[config.mk]
export PLATFORM = sky130hd
export DESIGN_NAME = gsl_top
export DESIGN_NICKNAME = d
export VERILOG_FILES = /design/src/pkg/gsl_pkg.sv /design/src/pkg/gsl_pat_if.sv /design/src/verilog/gsl_tick.sv /design/src/verilog/gsl_blink.sv /design/src/verilog/gsl_top.sv
export SDC_FILE = /design/constraint.sdc
export NUM_CORES = 1
export LEC_CHECK = 0
export BUFFER_PORTS_ARGS = -buffer_cell sky130_fd_sc_hd__buf_2
export CORE_UTILIZATION = 52
export DETAILED_ROUTE_END_ITERATION = 10
export HOLD_SLACK_MARGIN = 0.12
export PLACE_DENSITY = 0.82
export SETUP_SLACK_MARGIN = 0.02
export SYNTH_ARGS = -nofsm -noshare
export SYNTH_HDL_FRONTEND = slang
export SYNTH_SLANG_ARGS = --single-unit
[constraint.sdc]
create_clock -name ref_clk -period 1.9 [get_ports ref_clk]
set_input_delay 0.38 -clock ref_clk [delete_from_list [all_inputs] [get_ports ref_clk]]
set_output_delay 0.38 -clock ref_clk [all_outputs]
set_load 0.1 [all_outputs]
[src/pkg/gsl_pkg.sv]
// constants and types shared by the status lamp controller
package gsl_pkg;
    // =====================================================
    // clock and timing
    localparam int CLK_HZ        = 10_000_000;
    localparam int CYC_PER_MS    = CLK_HZ / 1000;
    localparam int GAP_MS        = 2000;             // dark gap of a coded blink
    localparam int PULSE_MS      = 500;              // pulse and pause of a coded blink
    localparam int FLASH_HALF_MS = 500;              // half period of plain flashing
    localparam int STALL_MS      = 10000;            // longest normal yellow start phase
    localparam int PULSE_CYC     = PULSE_MS * CYC_PER_MS;
    localparam int FLASH_CYC     = FLASH_HALF_MS * CYC_PER_MS;
    localparam int GAP_STEPS     = GAP_MS / PULSE_MS;
    localparam int STALL_STEPS   = STALL_MS / PULSE_MS;
    // =====================================================
    // widths and reset values
    localparam int DIV_W         = 24;
    localparam int SEQ_W         = 3;
    localparam int STALL_W       = 5;
    localparam logic LAMP_RST    = 1'b0;
    // =====================================================
    // platform lamp states, gray along start -> run
    typedef enum logic [1:0] {
        GSL_PL_START = 2'b00,
        GSL_PL_RUN   = 2'b01,
        GSL_PL_BOOT  = 2'b11,
        GSL_PL_STALL = 2'b10
    } gsl_plat_t;
endpackage

[src/pkg/gsl_pat_if.sv]
// pattern timing signals shared by divider, sequencer and lamp logic
`timescale 1ns/1ps
interface gsl_pat_if;
    logic step_tick;   // one pulse per coded-blink step
    logic flash_tick;  // one pulse per flash half period
    logic flash;       // plain flash phase
    logic code_one;    // single pulse code
    logic code_two;    // double pulse code
    modport tick (output step_tick, output flash_tick);
    modport seq  (input step_tick, input flash_tick, output flash, output code_one,
                  output code_two);
    modport lamp (input step_tick, input flash_tick, input flash, input code_one,
                  input code_two);
endinterface

[src/verilog/gsl_tick.sv]
// free-running dividers making the step and flash enables
`timescale 1ns/1ps
module gsl_tick #(
    parameter int STEP_CYC  = gsl_pkg::PULSE_CYC,
    parameter int FLASH_CYC = gsl_pkg::FLASH_CYC
) (
    input wire logic ref_clk,
    input wire logic rst,
    gsl_pat_if.tick  pat
);
    localparam int LIM [2] = '{STEP_CYC, FLASH_CYC};

    // =====================================================
    // one divider per enable
    for (genvar g = 0; g < 2; g++) begin : gen_div
        logic [gsl_pkg::DIV_W-1:0] cnt;
        logic [gsl_pkg::DIV_W-1:0] next_cnt;
        logic                      pulse;
        logic                      next_pulse;
        logic                      wrap;

        // wrap at the limit and emit one enable cycle
        always_comb begin
            wrap       = (cnt == gsl_pkg::DIV_W'(LIM[g] - 1));
            next_cnt   = wrap ? '0 : cnt + 1'b1;
            next_pulse = wrap;
        end

        always_ff @(posedge ref_clk) begin
            if (rst) begin
                cnt   <= '0;
                pulse <= 1'b0;
            end else begin
                cnt   <= next_cnt;
                pulse <= next_pulse;
            end
        end
    end

    assign pat.step_tick  = gen_div[0].pulse;
    assign pat.flash_tick = gen_div[1].pulse;
endmodule

[src/verilog/gsl_blink.sv]
// coded blink sequencer and plain flash phase
`timescale 1ns/1ps
module gsl_blink (
    input wire logic ref_clk,
    input wire logic rst,
    gsl_pat_if.seq   pat
);
    localparam logic [gsl_pkg::SEQ_W-1:0] GAP  = gsl_pkg::SEQ_W'(gsl_pkg::GAP_STEPS);
    localparam logic [gsl_pkg::SEQ_W-1:0] END1 = GAP;
    localparam logic [gsl_pkg::SEQ_W-1:0] END2 = GAP + 3'h2;

    logic [gsl_pkg::SEQ_W-1:0] c1;
    logic [gsl_pkg::SEQ_W-1:0] c2;
    logic                      flash;
    logic [gsl_pkg::SEQ_W-1:0] next_c1;
    logic [gsl_pkg::SEQ_W-1:0] next_c2;
    logic                      next_flash;

    // =====================================================
    // step counters: gap steps dark, then the pulse steps
    always_comb begin
        next_c1    = c1;
        next_c2    = c2;
        next_flash = flash;
        if (pat.step_tick) begin
            next_c1 = (c1 == END1) ? '0 : c1 + 1'b1;
            next_c2 = (c2 == END2) ? '0 : c2 + 1'b1;
        end
        if (pat.flash_tick) begin
            next_flash = ~flash;
        end
    end

    always_ff @(posedge ref_clk) begin
        if (rst) begin
            c1    <= '0;
            c2    <= '0;
            flash <= 1'b0;
        end else begin
            c1    <= next_c1;
            c2    <= next_c2;
            flash <= next_flash;
        end
    end

    assign pat.flash    = flash;
    assign pat.code_one = (c1 == GAP);
    assign pat.code_two = (c2 == GAP) || (c2 == END2);
endmodule

[src/verilog/gsl_top.sv]
// status lamp controller top: platform, gateway, scanner and port lamps
//
// How it works
// - platform lamp steady green once OS runs
// - steady yellow only while starting; long yellow flags stall
// - bootloader error flashes platform lamp yellow/green
// - platform lamp dark on hardware failure
// - both ports exchanging and running: gateway green
// - first port idle: green 2s off, one pulse
// - second port idle: green 2s off, two pulses
// - first port config bad: red, one pulse
// - second port config bad: red, two pulses
// - initialization error: gateway lamp steady red
// - module health steady green when operating
// - module health flashes green when unconfigured
// - major fault: module health steady red
// - minor fault: module health flashes red
// - self-test: both health lamps alternate green/red
// - connection established: network health steady green
// - address but no connection: flash green
// - duplicate address: network health steady red
// - connection timeout flashes red until restored
// - no address: network health lamp dark
// - connection lamp follows Ethernet link
// - traffic lamp flashes on frame activity
`timescale 1ns/1ps
module gsl_top #(
    parameter int STEP_CYC  = gsl_pkg::PULSE_CYC,
    parameter int FLASH_CYC = gsl_pkg::FLASH_CYC
) (
    input  wire logic ref_clk,
    input  wire logic rst,
    input  wire logic os_running,
    input  wire logic boot_error,
    input  wire logic hw_fault,
    input  wire logic gw_init,
    input  wire logic gw_running,
    input  wire logic init_error,
    input  wire logic first_protocol_port_xchg,
    input  wire logic second_protocol_port_xchg,
    input  wire logic first_protocol_port_cfg_bad,
    input  wire logic second_protocol_port_cfg_bad,
    input  wire logic scanner_loaded,
    input  wire logic self_test,
    input  wire logic configured,
    input  wire logic major_fault,
    input  wire logic minor_fault,
    input  wire logic ip_obtained,
    input  wire logic conn_established,
    input  wire logic duplicate_ip,
    input  wire logic conn_timeout,
    input  wire logic conn_restored,
    input  wire logic eth_link,
    input  wire logic eth_frame,
    output logic      platform_lamp_grn,
    output logic      platform_lamp_yel,
    output logic      platform_stall,
    output logic      gateway_function_lamp_grn,
    output logic      gateway_function_lamp_red,
    output logic      module_health_lamp_grn,
    output logic      module_health_lamp_red,
    output logic      network_health_lamp_grn,
    output logic      network_health_lamp_red,
    output logic      connection_lamp,
    output logic      traffic_lamp
);
    gsl_pat_if pat ();

    gsl_tick #(
        .STEP_CYC  (STEP_CYC),
        .FLASH_CYC (FLASH_CYC)
    ) u_tick (
        .ref_clk (ref_clk),
        .rst     (rst),
        .pat     (pat.tick)
    );

    gsl_blink u_blink (
        .ref_clk (ref_clk),
        .rst     (rst),
        .pat     (pat.seq)
    );

    // =====================================================
    // state and next values
    gsl_pkg::gsl_plat_t              pl_state;
    gsl_pkg::gsl_plat_t              next_pl_state;
    logic [gsl_pkg::STALL_W-1:0]     stall_cnt;
    logic [gsl_pkg::STALL_W-1:0]     next_stall_cnt;
    logic                            tmo;
    logic                            next_tmo;
    logic                            act;
    logic                            next_act;
    logic                            next_pl_grn;
    logic                            next_pl_yel;
    logic                            next_gw_grn;
    logic                            next_gw_red;
    logic                            next_mh_grn;
    logic                            next_mh_red;
    logic                            next_nh_grn;
    logic                            next_nh_red;
    logic                            next_traffic;

    // =====================================================
    // platform lamp sequence
    always_comb begin
        next_pl_state  = pl_state;
        next_stall_cnt = stall_cnt;
        case (pl_state)
            gsl_pkg::GSL_PL_START: begin
                if (pat.step_tick) begin
                    next_stall_cnt = stall_cnt + 1'b1;
                end
                if (stall_cnt == gsl_pkg::STALL_W'(gsl_pkg::STALL_STEPS)) begin
                    next_pl_state = gsl_pkg::GSL_PL_STALL;
                end
            end
            gsl_pkg::GSL_PL_RUN, gsl_pkg::GSL_PL_BOOT: begin
                next_stall_cnt = '0;
            end
            gsl_pkg::GSL_PL_STALL: begin
                next_stall_cnt = stall_cnt;
            end
            default: begin
                next_pl_state = gsl_pkg::GSL_PL_START;
            end
        endcase
        if (boot_error) begin
            next_pl_state = gsl_pkg::GSL_PL_BOOT;
        end else if (os_running) begin
            next_pl_state = gsl_pkg::GSL_PL_RUN;
        end else if (pl_state != gsl_pkg::GSL_PL_STALL &&
                     pl_state != gsl_pkg::GSL_PL_START) begin
            next_pl_state  = gsl_pkg::GSL_PL_START;
            next_stall_cnt = '0;
        end
    end

    // platform lamp colours, dark on hardware failure
    always_comb begin
        next_pl_grn = 1'b0;
        next_pl_yel = 1'b0;
        if (hw_fault) begin
            next_pl_grn = 1'b0;
            next_pl_yel = 1'b0;
        end else if (boot_error) begin
            next_pl_grn = pat.flash;
            next_pl_yel = ~pat.flash;
        end else if (os_running) begin
            next_pl_grn = 1'b1;
        end else begin
            next_pl_yel = 1'b1;
        end
    end

    // =====================================================
    // gateway function lamp, errors ahead of exchange codes
    always_comb begin
        next_gw_grn = 1'b0;
        next_gw_red = 1'b0;
        if (init_error) begin
            next_gw_red = 1'b1;
        end else if (!gw_init) begin
            next_gw_red = 1'b0;
        end else if (first_protocol_port_cfg_bad) begin
            next_gw_red = pat.code_one;
        end else if (second_protocol_port_cfg_bad) begin
            next_gw_red = pat.code_two;
        end else if (!first_protocol_port_xchg) begin
            next_gw_grn = pat.code_one;
        end else if (!second_protocol_port_xchg) begin
            next_gw_grn = pat.code_two;
        end else if (gw_running) begin
            next_gw_grn = 1'b1;
        end
    end

    // =====================================================
    // module health lamp
    always_comb begin
        next_mh_grn = 1'b0;
        next_mh_red = 1'b0;
        if (!scanner_loaded) begin
            next_mh_grn = 1'b0;
        end else if (self_test) begin
            next_mh_grn = pat.flash;
            next_mh_red = ~pat.flash;
        end else if (major_fault) begin
            next_mh_red = 1'b1;
        end else if (minor_fault) begin
            next_mh_red = pat.flash;
        end else if (!configured) begin
            next_mh_grn = pat.flash;
        end else begin
            next_mh_grn = 1'b1;
        end
    end

    // =====================================================
    // network health lamp and sticky timeout
    always_comb begin
        next_tmo    = conn_timeout | (tmo & ~conn_restored);
        next_nh_grn = 1'b0;
        next_nh_red = 1'b0;
        if (!scanner_loaded) begin
            next_nh_grn = 1'b0;
        end else if (self_test) begin
            next_nh_grn = pat.flash;
            next_nh_red = ~pat.flash;
        end else if (duplicate_ip) begin
            next_nh_red = 1'b1;
        end else if (tmo) begin
            next_nh_red = pat.flash;
        end else if (!ip_obtained) begin
            next_nh_red = 1'b0;
        end else if (conn_established) begin
            next_nh_grn = 1'b1;
        end else begin
            next_nh_grn = pat.flash;
        end
    end

    // =====================================================
    // traffic lamp: frames keep it toggling at flash rate
    always_comb begin
        next_act     = eth_frame | (act & ~pat.flash_tick);
        next_traffic = traffic_lamp;
        if (pat.flash_tick) begin
            next_traffic = act ? ~traffic_lamp : 1'b0;
        end
    end

    // =====================================================
    // registers
    always_ff @(posedge ref_clk) begin
        if (rst) begin
            pl_state                  <= gsl_pkg::GSL_PL_START;
            stall_cnt                 <= '0;
            tmo                       <= 1'b0;
            act                       <= 1'b0;
            platform_lamp_grn         <= gsl_pkg::LAMP_RST;
            platform_lamp_yel         <= gsl_pkg::LAMP_RST;
            platform_stall            <= 1'b0;
            gateway_function_lamp_grn <= gsl_pkg::LAMP_RST;
            gateway_function_lamp_red <= gsl_pkg::LAMP_RST;
            module_health_lamp_grn    <= gsl_pkg::LAMP_RST;
            module_health_lamp_red    <= gsl_pkg::LAMP_RST;
            network_health_lamp_grn   <= gsl_pkg::LAMP_RST;
            network_health_lamp_red   <= gsl_pkg::LAMP_RST;
            connection_lamp           <= gsl_pkg::LAMP_RST;
            traffic_lamp              <= gsl_pkg::LAMP_RST;
        end else begin
            pl_state                  <= next_pl_state;
            stall_cnt                 <= next_stall_cnt;
            tmo                       <= next_tmo;
            act                       <= next_act;
            platform_lamp_grn         <= next_pl_grn;
            platform_lamp_yel         <= next_pl_yel;
            platform_stall            <= (next_pl_state == gsl_pkg::GSL_PL_STALL);
            gateway_function_lamp_grn <= next_gw_grn;
            gateway_function_lamp_red <= next_gw_red;
            module_health_lamp_grn    <= next_mh_grn;
            module_health_lamp_red    <= next_mh_red;
            network_health_lamp_grn   <= next_nh_grn;
            network_health_lamp_red   <= next_nh_red;
            connection_lamp           <= eth_link;
            traffic_lamp              <= next_traffic;
        end
    end
endmodule

==> impl_results.md, run 1 <==
- Post-DP Area: 0.00366 mm²
- Antenna violations before repair: 0
- Worst slew margin: 63.3%
- Final Non-Filler Cells: 519
- Syn Nets: 424
- Total core area: 0.00606 mm²
- Vias in the first global route: 2524
- Crit. Startpoint: u_tick.gen_div[0].cnt[8]
- PortBufs: 34
- Die area: 0.00678 mm²
- Setup slack, reg-to-reg: between 100 and 150 ps
- Die X: slightly above 80 µm
- Max Root-Sink Buffers: 2
- PnR worst setup slack: about 130 ps
- Via-to-Cell Ratio: roughly 5.5
- CTS root buffer: clkbuf_8
- Hold_sp: second_protocol_port_cfg_bad
- FF/Latch Area: around 0.0015 mm²
- Dpl cells: 502
- Final Setup Violations: 0
- Maximum number of pins on one net before global-route repair: 18
- Fin crit share: ~93%
- CP startpoint kind: flop
- Fill cells: 518
- Top-level I/O count: 35
- Design Power: 3.06 mW
- Clock Skew: 6.19 ps
- CTS H-Tree Depth: 3
- Synth warnings: 0
- Req. time, crit path: ~2200 ps
- FFs w/ async S/R, synth: 0%
- GRT overflow: 0
- Worst Setup EP: u_tick.gen_div[0].cnt[20]
- Post-synth EDFFs: 0
- Peak VDD IR: 604 µV
- Fin. Hold Viols: 0
- # DRC: 0
- Layout Nets: 469
- Layout cells sized above 1: about 17%
- Avg WL per Cell: 12.6 µm
- Dpl hpwl: ~4700 µm
- Post-route cell area: 0.00388 mm²
- GRT Util Overall: 20.2%
- Syn_area_per_cell: 8.52 µm²
- Initial Util: 55.4%
- Crit path DAT: 2050 ps
- Clk sinks: 77
- Die Ht: 82.3 µm
- Std-Cell Rows: 28
- Mapped Area: 0.00336 mm²
- RD Place Congestion: 0.822
- RSZ-0062 raised after global routing: true
- Slew Limit Fails: 0
- Pwr/cell area: 790 mW/mm²
- Number of diodes: 0
- Setup_tns: 0 ps
- Kind of end point of the critical path: flop
- Clk Latency, worst-skew pair: 350 ps
- Kind of critical path: reg2reg
- Clock transition at the registers of the reported paths: ~70 ps
- Pre-Repair DR Iteration Count: 4
- Top FF cell, synth: dfxtp_1
- FMAX: 566 MHz
- Status: finished, final reports clean
- Placement Setup Slack: 67.5 ps
- First-pass GRT wire length: 10400 µm
- CTS tree: yes
- Layout area overhead: 15.6%
- DRT iter0 DRCs: 91
- Cts bufs inserted: 9
- Syn Inst Count: 394
- RR Startpoint: u_tick.gen_div[0].cnt[8]
- Via count: between 2k and 3k
- Largest fanout on the critical path: 11
- Max_cap viols: 0
- DRT Wirelength: ~6500 µm
- Worst Reg-to-Reg Cells: 4
- Reg-to-Reg End: u_tick.gen_div[0].cnt[20]
- LEAKAGE: around 1.4 nW
- Worst Hold Class: in2reg
- Seq/Total Area, Yosys: 45.9%
- Post-route ant nets: 0
- Footprint of the multi-input gates: ~0.0017 mm²
- Final min period: 1770 ps
- Synthesized flop and latch total: 77
- Synth unique cells: 35
- Worst-margin pin slew: 546 ps
cell families (layout without fill, tap and decap cells):
group / count (synthesis) / count (layout) / synth area share, %
XOR/XNOR: 28 / 28 / 7.31
adder cells (fa/ha/maj): 6 / 6 / 2.24
flip-flops: 77 / 77 / 45.9
AND/OR/NAND/NOR: 182 / 182 / 28.8
multiplexers: 2 / 2 / 0.597
buffers and inverters: 32 / 82 / 4.03
AO/OA/AOI/OAI: 67 / 67 / 11.1
metal layers:
layer | global-route usage (%) | vias to the layer above | share of wire (%)
li1 | - | 1481 | -
met5 | 0 | - | 0
met3 | 7.47 | 5 | 3.8
met4 | 6.84 | 0 | 0.69
met2 | 33.6 | 46 | 47
met1 | 23.8 | 1342 | 48
per-stage QoR:
step | util (%) | hold slack [ps]
final | 64.0 | 207
after global routing | 64.0 | 179
after CTS | 63.7 | 181
after detailed placement | 60.4 | 459
after global placement | 60.4 | 440
after floorplan | - | 426
worst min-delay path by stage:
stage	to	slack [ps]	cells after the start
final	gateway_function_lamp_grn	210	2
after global routing	gateway_function_lamp_grn	180	2
after CTS	gateway_function_lamp_grn	180	2
after detailed placement	u_tick.gen_div[1].cnt[0]	460	1
after global placement	u_tick.gen_div[1].cnt[0]	440	1
after floorplan	u_tick.gen_div[1].cnt[0]	430	1
registers in the layout, indices dropped and copies added (netlist names), 2 cells and up:
name,count
stall_cnt,5
u_blink.c2,3
u_tick.gen_div.cnt,48
pl_state,2
u_blink.c1,3
critical path: stages, from the launching register on:
cell	delay, ps
dfxtp_1	400
nand3_1	160
or4_4	570
or4_1	420
a21oi_1	150
synth_stat cells (2+ instances only):
cell type / n / area (µm²)
nor4_1: 9 / 56.3
o21ai_0: 16 / 80.1
ha_1: 6 / 75.1
buf_6: 2 / 22.5
nor3_1: 6 / 30.0
a21oi_1: 38 / 190
inv_1: 17 / 63.8
nor3b_1: 2 / 15.0
or3_1: 12 / 75.1
xor2_1: 13 / 114
nor2b_1: 2 / 12.5
nor2_1: 60 / 225
or4_1: 9 / 67.6
o31ai_1: 10 / 75.1
nand4_1: 12 / 75.1
and3_1: 5 / 31.3
xnor2_1: 15 / 131
or2_2: 2 / 12.5
or4_4: 2 / 22.5
and4_1: 8 / 70.1
nand3_1: 20 / 100
nand4b_1: 2 / 17.5
mux2i_1: 2 / 20.0
dfxtp_1: 77 / 1540
clkbuf_1: 12 / 45.0
nand2_1: 23 / 86.3
nand2b_1: 4 / 25.0
final cells by class:
| type | count | area share (%) |
|---|---|---|
| tap | 75 | 2.42 |
| inverter | 17 | 1.65 |
| multi-input combinational | 285 | 43.5 |
| timing repair buffer | 49 | 7.29 |
| clock inverter | 3 | 1.13 |
| sequential | 77 | 39.9 |
| clock buffer | 13 | 4.10 |
report_power, final:
group	total, mW	internal, mW	switching, mW
Clock	1.23	0.680	0.552
Sequential	1.65	1.64	0.0151
Combinational	0.180	0.0588	0.122
what timing repair did:
action,4_1_cts,5_1_grt
gates resized for setup,0,5
buffers inserted,0,1
hold buffers,0,0
endpoints found under the hold margin,0,0
endpoints found under the setup margin,0,5
placed cells by master, fill, tap and decap left out, types with 4 or more instances in the layout:
cell type / instances
nor2_1: 60
inv_1: 17
a21oi_1: 38
or3_1: 12
or4_1: 9
nand3_1: 19
nand2b_1: 4
xor2_1: 13
dfxtp_1: 73
dfxtp_2: 4
nor4_1: 9
ha_1: 6
o21ai_0: 16
and3_1: 5
clkbuf_8: 11
nand2_1: 23
and4_1: 8
o31ai_1: 9
nand4_1: 12
nor3_1: 6
buf_2: 34
buf_4: 15
xnor2_1: 15
Note: power is estimated with default switching activity, not from simulation.
==> inputs of run 2 (changes only) <==
Settings changed: RECOVER_POWER set to 100.
==> run 2 against run 1 <==
Clock power is essentially flat. Die area stayed put. Final cell count unchanged. Clock skew increased by 1.0 ps. Non-clock buffer count is the same. Power shrank 0.13%. Flip-flop and latch count unchanged. Setup slack got worse by 21 ps. Sequential share of layout area up 0.13 points. Combinational power about the same. Sequential power hardly changed. Critical path type unchanged. Critical endpoint is now u_tick.gen_div[0].cnt[12]. Largest cell class unchanged. Largest power group unchanged.
==> impl_results.md, run 2 (synthesis gave the netlist of run 1 again) <==
- Die area: 0.00678 mm² (unchanged)
- Worst hold slack: 207 ps (about the same)
- GRT overflow: 0 (unchanged)
- Worst slew margin: 54.2% (was 63.3%)
- Hold endpoint: gateway_function_lamp_grn (unchanged)
- Fin. Hold Viols: 0 (unchanged)
- Post-DP Area: 0.00366 mm² (unchanged)
- Worst Reg-to-Reg Cells: 6 (was 4)
- Post-route ant nets: 0 (unchanged)
- Commonest non-fill, non-tap cell in the layout: dfxtp_1 (unchanged)
- Clk Latency, worst-skew pair: 350 ps (about the same)
- Met3 Resource Use GR: 7.47% (unchanged)
- PnR worst setup slack: 113 ps (was 134 ps)
- Total core area: 0.00606 mm² (unchanged)
- Via count: 2889 (was 2874)
- Crit path DAT: 2010 ps (was 2050 ps)
- First-pass GRT wire length: 10400 µm (unchanged)
- Number of diodes: 0 (unchanged)
- DRT Wirelength: 6520 µm (was 6530 µm)
- Clk sinks: 77 (unchanged)
- Kind of end point of the critical path: flop (unchanged)
- Hold_sp: second_protocol_port_cfg_bad (unchanged)
- Clock share of power: 40.2% (about the same)
- Dpl hpwl: 4750 µm (unchanged)
- Post-route cell area: 0.00387 mm² (was 0.00388 mm²)
- Cts bufs inserted: 9 (unchanged)
- Dpl cells: 502 (unchanged)
- Hold Path Cell Cnt: 2 (unchanged)
- Final Non-Filler Cells: 519 (unchanged)
- Comb pwr share: 5.8% (was 5.9%)
- Pre-Repair DR Iteration Count: 4 (unchanged)
- Most flops, register: u_tick.gen_div.cnt (unchanged)
- M1 GR Usage: 23.8% (unchanged)
- Top Registers: u_tick.gen_div.cnt x48, stall_cnt x5 (unchanged)
- Setup_tns: 0 ps (unchanged)
- Fill cells: 522 (was 518)
- Gr busiest metal: met2 (unchanged)
- Status: finished, final reports clean (unchanged)
- Placement Setup Slack: 67.5 ps (unchanged)
- Slew Limit Fails: 0 (unchanged)
- Die Ht: 82.3 µm (unchanged)
- Max_cap viols: 0 (unchanged)
- Kind of critical path: reg2reg (unchanged)
- Avg WL per Cell: 12.6 µm (about the same)
- Reg-to-Reg End: u_tick.gen_div[0].cnt[12] (was u_tick.gen_div[0].cnt[20])
- NetSw: 0.688 mW (about the same)
- Layout Nets: 469 (unchanged)
- # DRC: 0 (unchanged)
- Met2 Track Usage GR: 33.6% (unchanged)
- Sw frac: 22.5% (about the same)
- Std-Cell Rows: 28 (unchanged)
- Largest fanout on the critical path: 15 (was 11)
- RSZ-0062 raised after global routing: true (unchanged)
- RR Startpoint: u_tick.gen_div[0].cnt[1] (was u_tick.gen_div[0].cnt[8])
- Final Setup Violations: 0 (unchanged)
- CTS tree: yes (unchanged)
- Peak VDD IR: 603 µV (was 604 µV)
- Clock Skew: 7.20 ps (was 6.19 ps)
- FMAX: 560 MHz (was 566 MHz)
- CP startpoint kind: flop (unchanged)
- Max Root-Sink Buffers: 2 (unchanged)
- DRT iter0 DRCs: 86 (was 91)
- Final min period: 1790 ps (was 1770 ps)
- Worst-margin pin slew: 687 ps (was 546 ps)
- Worst Hold Class: in2reg (unchanged)
- Pwr/cell area: 792 mW/mm² (was 790 mW/mm²)
- Most frequent cells in the layout: dfxtp_1, nor2_1, a21oi_1 (unchanged)
- CTS H-Tree Depth: 3 (unchanged)
- Antenna violations before repair: 0 (unchanged)
- Initial Util: 55.4% (unchanged)
- Layout cells sized above 1: 16.2% (was 16.7%)
- Die X: 82.3 µm (unchanged)
- Setup slack, reg-to-reg: 110 ps (was 130 ps)
- Crit. Startpoint: u_tick.gen_div[0].cnt[1] (was u_tick.gen_div[0].cnt[8])
- Clock transition at the registers of the reported paths: 70 ps (about the same)
- LEAKAGE: 1.41 nW (was 1.43 nW)
- Top-level I/O count: 35 (unchanged)
- RD Place Congestion: 0.822 (unchanged)
- PortBufs: 34 (unchanged)
- Vias in the first global route: 2524 (unchanged)
- Number of flip-flops under the largest register name: 48 (unchanged)
- Design Power: 3.06 mW (about the same)
- Layout area overhead: 15.2% (was 15.6%)
- GRT Util Overall: 20.2% (unchanged)
- Maximum number of pins on one net before global-route repair: 18 (unchanged)
- Fin crit share: 94.0% (was 92.9%)
- Req. time, crit path: 2130 ps (was 2180 ps)
- Post-CTS Hold Buffers: 0 (unchanged)
- Post-layout util: 63.8% (was 64.0%)
- CTS root buffer: clkbuf_8 (unchanged)
- Flop pwr share: 54.0% (was 53.9%)
- Via-to-Cell Ratio: 5.57 (was 5.54)
- Pint: 2.37 mW (was 2.38 mW)
==> run 2: changes by cell type in the layout (fill, tap and decap cells not counted) <==
cell,change
buf_2,-12
clkbuf_1,+2
clkbuf_2,+14
buf_4,-4
==> run 2: worst max-delay path, stage by stage, from the launching register on <==
cell and delay, ps:
dfxtp_1 360, ha_1 170, nand2_1 70, nor4_1 420, a41o_1 250, clkbuf_2 290
nor2_1 100
==> run 2: worst max path at each step <==
stage,end,slack [ps],cells after the start
after floorplan,u_tick.gen_div[0].cnt[22],30,6
after global placement,u_tick.gen_div[0].cnt[22],120,5
after detailed placement,u_tick.gen_div[0].cnt[22],70,5
after CTS,u_tick.gen_div[0].cnt[22],60,5
after global routing,u_tick.gen_div[0].cnt[8],7,6
final,u_tick.gen_div[0].cnt[12],110,6
==> run 2: layout make-up <==
cell class	instances	area, µm²	share of cell area (%)
clock buffers	13	159	4.11
well taps	75	93.8	2.43
inverters	17	63.8	1.65
multi-input cells	285	1690	43.7
flip-flops and latches	77	1550	40.0
clock inverters	3	43.8	1.13
repair buffers	49	270	6.99
==> run 2: timing repair <==
action	4_1_cts	5_1_grt
resized for setup	0	5
hold endpoints to repair	0	0
setup endpoints to repair	0	5
buffers inserted	0	1
==> run 2: power by group through the flow <==
stage	clock [mW]	sequential, mW	combinational (mW)
floorplan	0	1.74	0.0641
global placement	0	1.69	0.179
detailed placement	0	1.69	0.182
CTS	1.28	1.65	0.182
global route	1.34	1.65	0.193
finish	1.23	1.65	0.177
==> run 2: layer usage <==
metal / vias up / wire length [µm]
met2: 50 / 3090
met4: 0 / 45
li1: 1480 / -
met1: 1354 / 3130
met5: - / 0
met3: 5 / 249
==> inputs of run 3 (changes only) <==
Settings changed: CELL_PAD_IN_SITES_DETAIL_PLACEMENT set to 2, CELL_PAD_IN_SITES_GLOBAL_PLACEMENT set to 2, CORE_UTILIZATION 52 to 32, CTS_CLUSTER_SIZE set to 30.
==> run 3 against run 2 <==
Power is 6.2% higher. Core utilization fell by 24 points. Die area increased by 61%. Critical path depth down 2. Clock skew rose by 4.4 ps. Final cell count increased by 13%. Worst hold slack gained 4.4 ps. Critical path type unchanged.
==> impl_results.md, run 3 (synthesis gave the netlist of run 1 again) <==
- Status: finished, final reports clean (unchanged)
- Std-Cell Rows: 37 (was 28)
- Pre-Repair DR Iteration Count: 6 (was 4)
- CP startpoint kind: flop (unchanged)
- Vias in the first global route: 3287 (was 2524)
- Die X: 104 µm (was 82.3 µm)
- Most frequent cells in the layout: dfxtp_1, nor2_1, a21oi_1 (unchanged)
- CTS root buffer: clkbuf_8 (unchanged)
- Clock Skew: 11.6 ps (was 7.20 ps)
- Placement Setup Slack: -11.8 ps (was 67.5 ps)
- PortBufs: 34 (unchanged)
- Req. time, crit path: 2180 ps (was 2130 ps)
- Met3 Resource Use GR: 3.82% (was 7.47%)
- Antenna violations before repair: 0 (unchanged)
- Die area: 0.0109 mm² (was 0.00678 mm²)
- Cts bufs inserted: 9 (unchanged)
- Kind of end point of the critical path: flop (unchanged)
- CTS H-Tree Depth: 3 (unchanged)
- RSZ-0062 raised after global routing: true (unchanged)
- Final Setup Violations: 0 (unchanged)
- Clock transition at the registers of the reported paths: 80 ps (was 70 ps)
- RD Place Congestion: 0.823 (was 0.822)
- Gr busiest metal: met2 (unchanged)
- Max_cap viols: 0 (unchanged)
- Crit path DAT: 2130 ps (was 2010 ps)
- Post-DP Area: 0.00377 mm² (was 0.00366 mm²)
- LEAKAGE: 1.45 nW (was 1.41 nW)
- Most flops, register: u_tick.gen_div.cnt (unchanged)
- Dpl hpwl: 6910 µm (was 4750 µm)
- Avg WL per Cell: 16.2 µm (was 12.6 µm)
- Worst-margin pin slew: 616 ps (was 687 ps)
- Largest fanout on the critical path: 12 (was 15)
- DRT iter0 DRCs: 68 (was 86)
- Clk Latency, worst-skew pair: 350 ps (about the same)
- Fin. Hold Viols: 0 (unchanged)
- Peak VDD IR: 329 µV (was 603 µV)
- Post-route ant nets: 0 (unchanged)
- M1 GR Usage: 20.8% (was 23.8%)
- Top Registers: u_tick.gen_div.cnt x48, stall_cnt x5 (unchanged)
- # DRC: 0 (unchanged)
- GRT overflow: 0 (unchanged)
- Maximum number of pins on one net before global-route repair: 18 (unchanged)
- First-pass GRT wire length: 16000 µm (was 10400 µm)
- Fin crit share: 97.0% (was 94.0%)
- Number of flip-flops under the largest register name: 48 (unchanged)
- Commonest non-fill, non-tap cell in the layout: dfxtp_1 (unchanged)
- GRT Util Overall: 18.3% (was 20.2%)
- Layout area overhead: 19.9% (was 15.2%)
- Layout Nets: 474 (was 469)
- Max Root-Sink Buffers: 2 (unchanged)
- DRT Wirelength: 9430 µm (was 6520 µm)
- Setup_tns: 0 ps (unchanged)
- Pwr/cell area: 807 mW/mm² (was 792 mW/mm²)
- Kind of critical path: reg2reg (unchanged)
- Top-level I/O count: 35 (unchanged)
- Via count: 3008 (was 2889)
- Slew Limit Fails: 0 (unchanged)
- PnR worst setup slack: 56.6 ps (was 113 ps)
- Met2 Track Usage GR: 34.6% (was 33.6%)
- Die Ht: 104 µm (was 82.3 µm)
- Final min period: 1840 ps (was 1790 ps)
- Worst slew margin: 58.9% (was 54.2%)
- Clk sinks: 77 (unchanged)
- Total core area: 0.0102 mm² (was 0.00606 mm²)
- FMAX: 542 MHz (was 560 MHz)
- Layout cells sized above 1: 18.3% (was 16.2%)
- CTS tree: yes (unchanged)
- Worst Hold Class: in2reg (unchanged)
- Post-route cell area: 0.00402 mm² (was 0.00387 mm²)
- Number of diodes: 0 (unchanged)
- Via-to-Cell Ratio: 5.15 (was 5.57)
- Initial Util: 32.8% (was 55.4%)
run 3: area by class of cell:
| class | instances | area (µm²) |
|---|---|---|
| timing repair buffer | 54 | 315 |
| clock buffer | 12 | 155 |
| fill | 1162 | 6210 |
| multi-input combinational | 285 | 1700 |
| sequential | 77 | 1550 |
| tap | 136 | 170 |
| inverter | 17 | 63.8 |
| clock inverter | 3 | 68.8 |
run 3: worst paths after layout:
check | from | end | slack, ps | depth (start not counted)
worst min register to register | u_tick.gen_div[0].cnt[0] | u_tick.gen_div[0].cnt[0] | 450 | 1
worst max-delay path | u_tick.gen_div[0].cnt[7] | u_tick.gen_div[0].cnt[19] | 60 | 4
worst max register to register | u_tick.gen_div[0].cnt[7] | u_tick.gen_div[0].cnt[19] | 60 | 4
worst min-delay path | second_protocol_port_cfg_bad | gateway_function_lamp_grn | 210 | 2
run 3: metrics by stage:
step           hold slack (ps)  total power, mW  utilization, %  instances
6_report                   211             3.25            39.3        584
5_1_grt                    207             3.38            39.3        584
4_1_cts                    199             3.29            39.1        583
3_5_place_dp               454             1.88            36.9        568
3_3_place_gp               439             1.87            36.9        568
2_1_floorplan              426             1.81               -        394
run 3: repair_timing:
action | CTS | global route
gates cloned | 0 | 0
buffers inserted | 0 | 1
pin swaps | 1 | 2
endpoints found under the setup margin | 2 | 24
hold buffers | 0 | 0
gates resized for setup | 1 | 11
run 3: critical path, cell delays in order, from the launching register on:
cell and delay (ps):
dfxtp_1 440, nand3_2 150, or4_4 590, or4_1 450, a21oi_1 160
run 3: where the power goes:
group          internal (mW)  switching (mW)
Clock                  0.808           0.598
Sequential              1.64          0.0158
Combinational         0.0570           0.133
run 3: per-layer routing:
layer | share of wire (%) | up-vias
li1 | - | 1489
met2 | 53 | 20
met1 | 44 | 1492
met5 | 0 | -
met4 | 0.86 | 0
met3 | 1.8 | 7
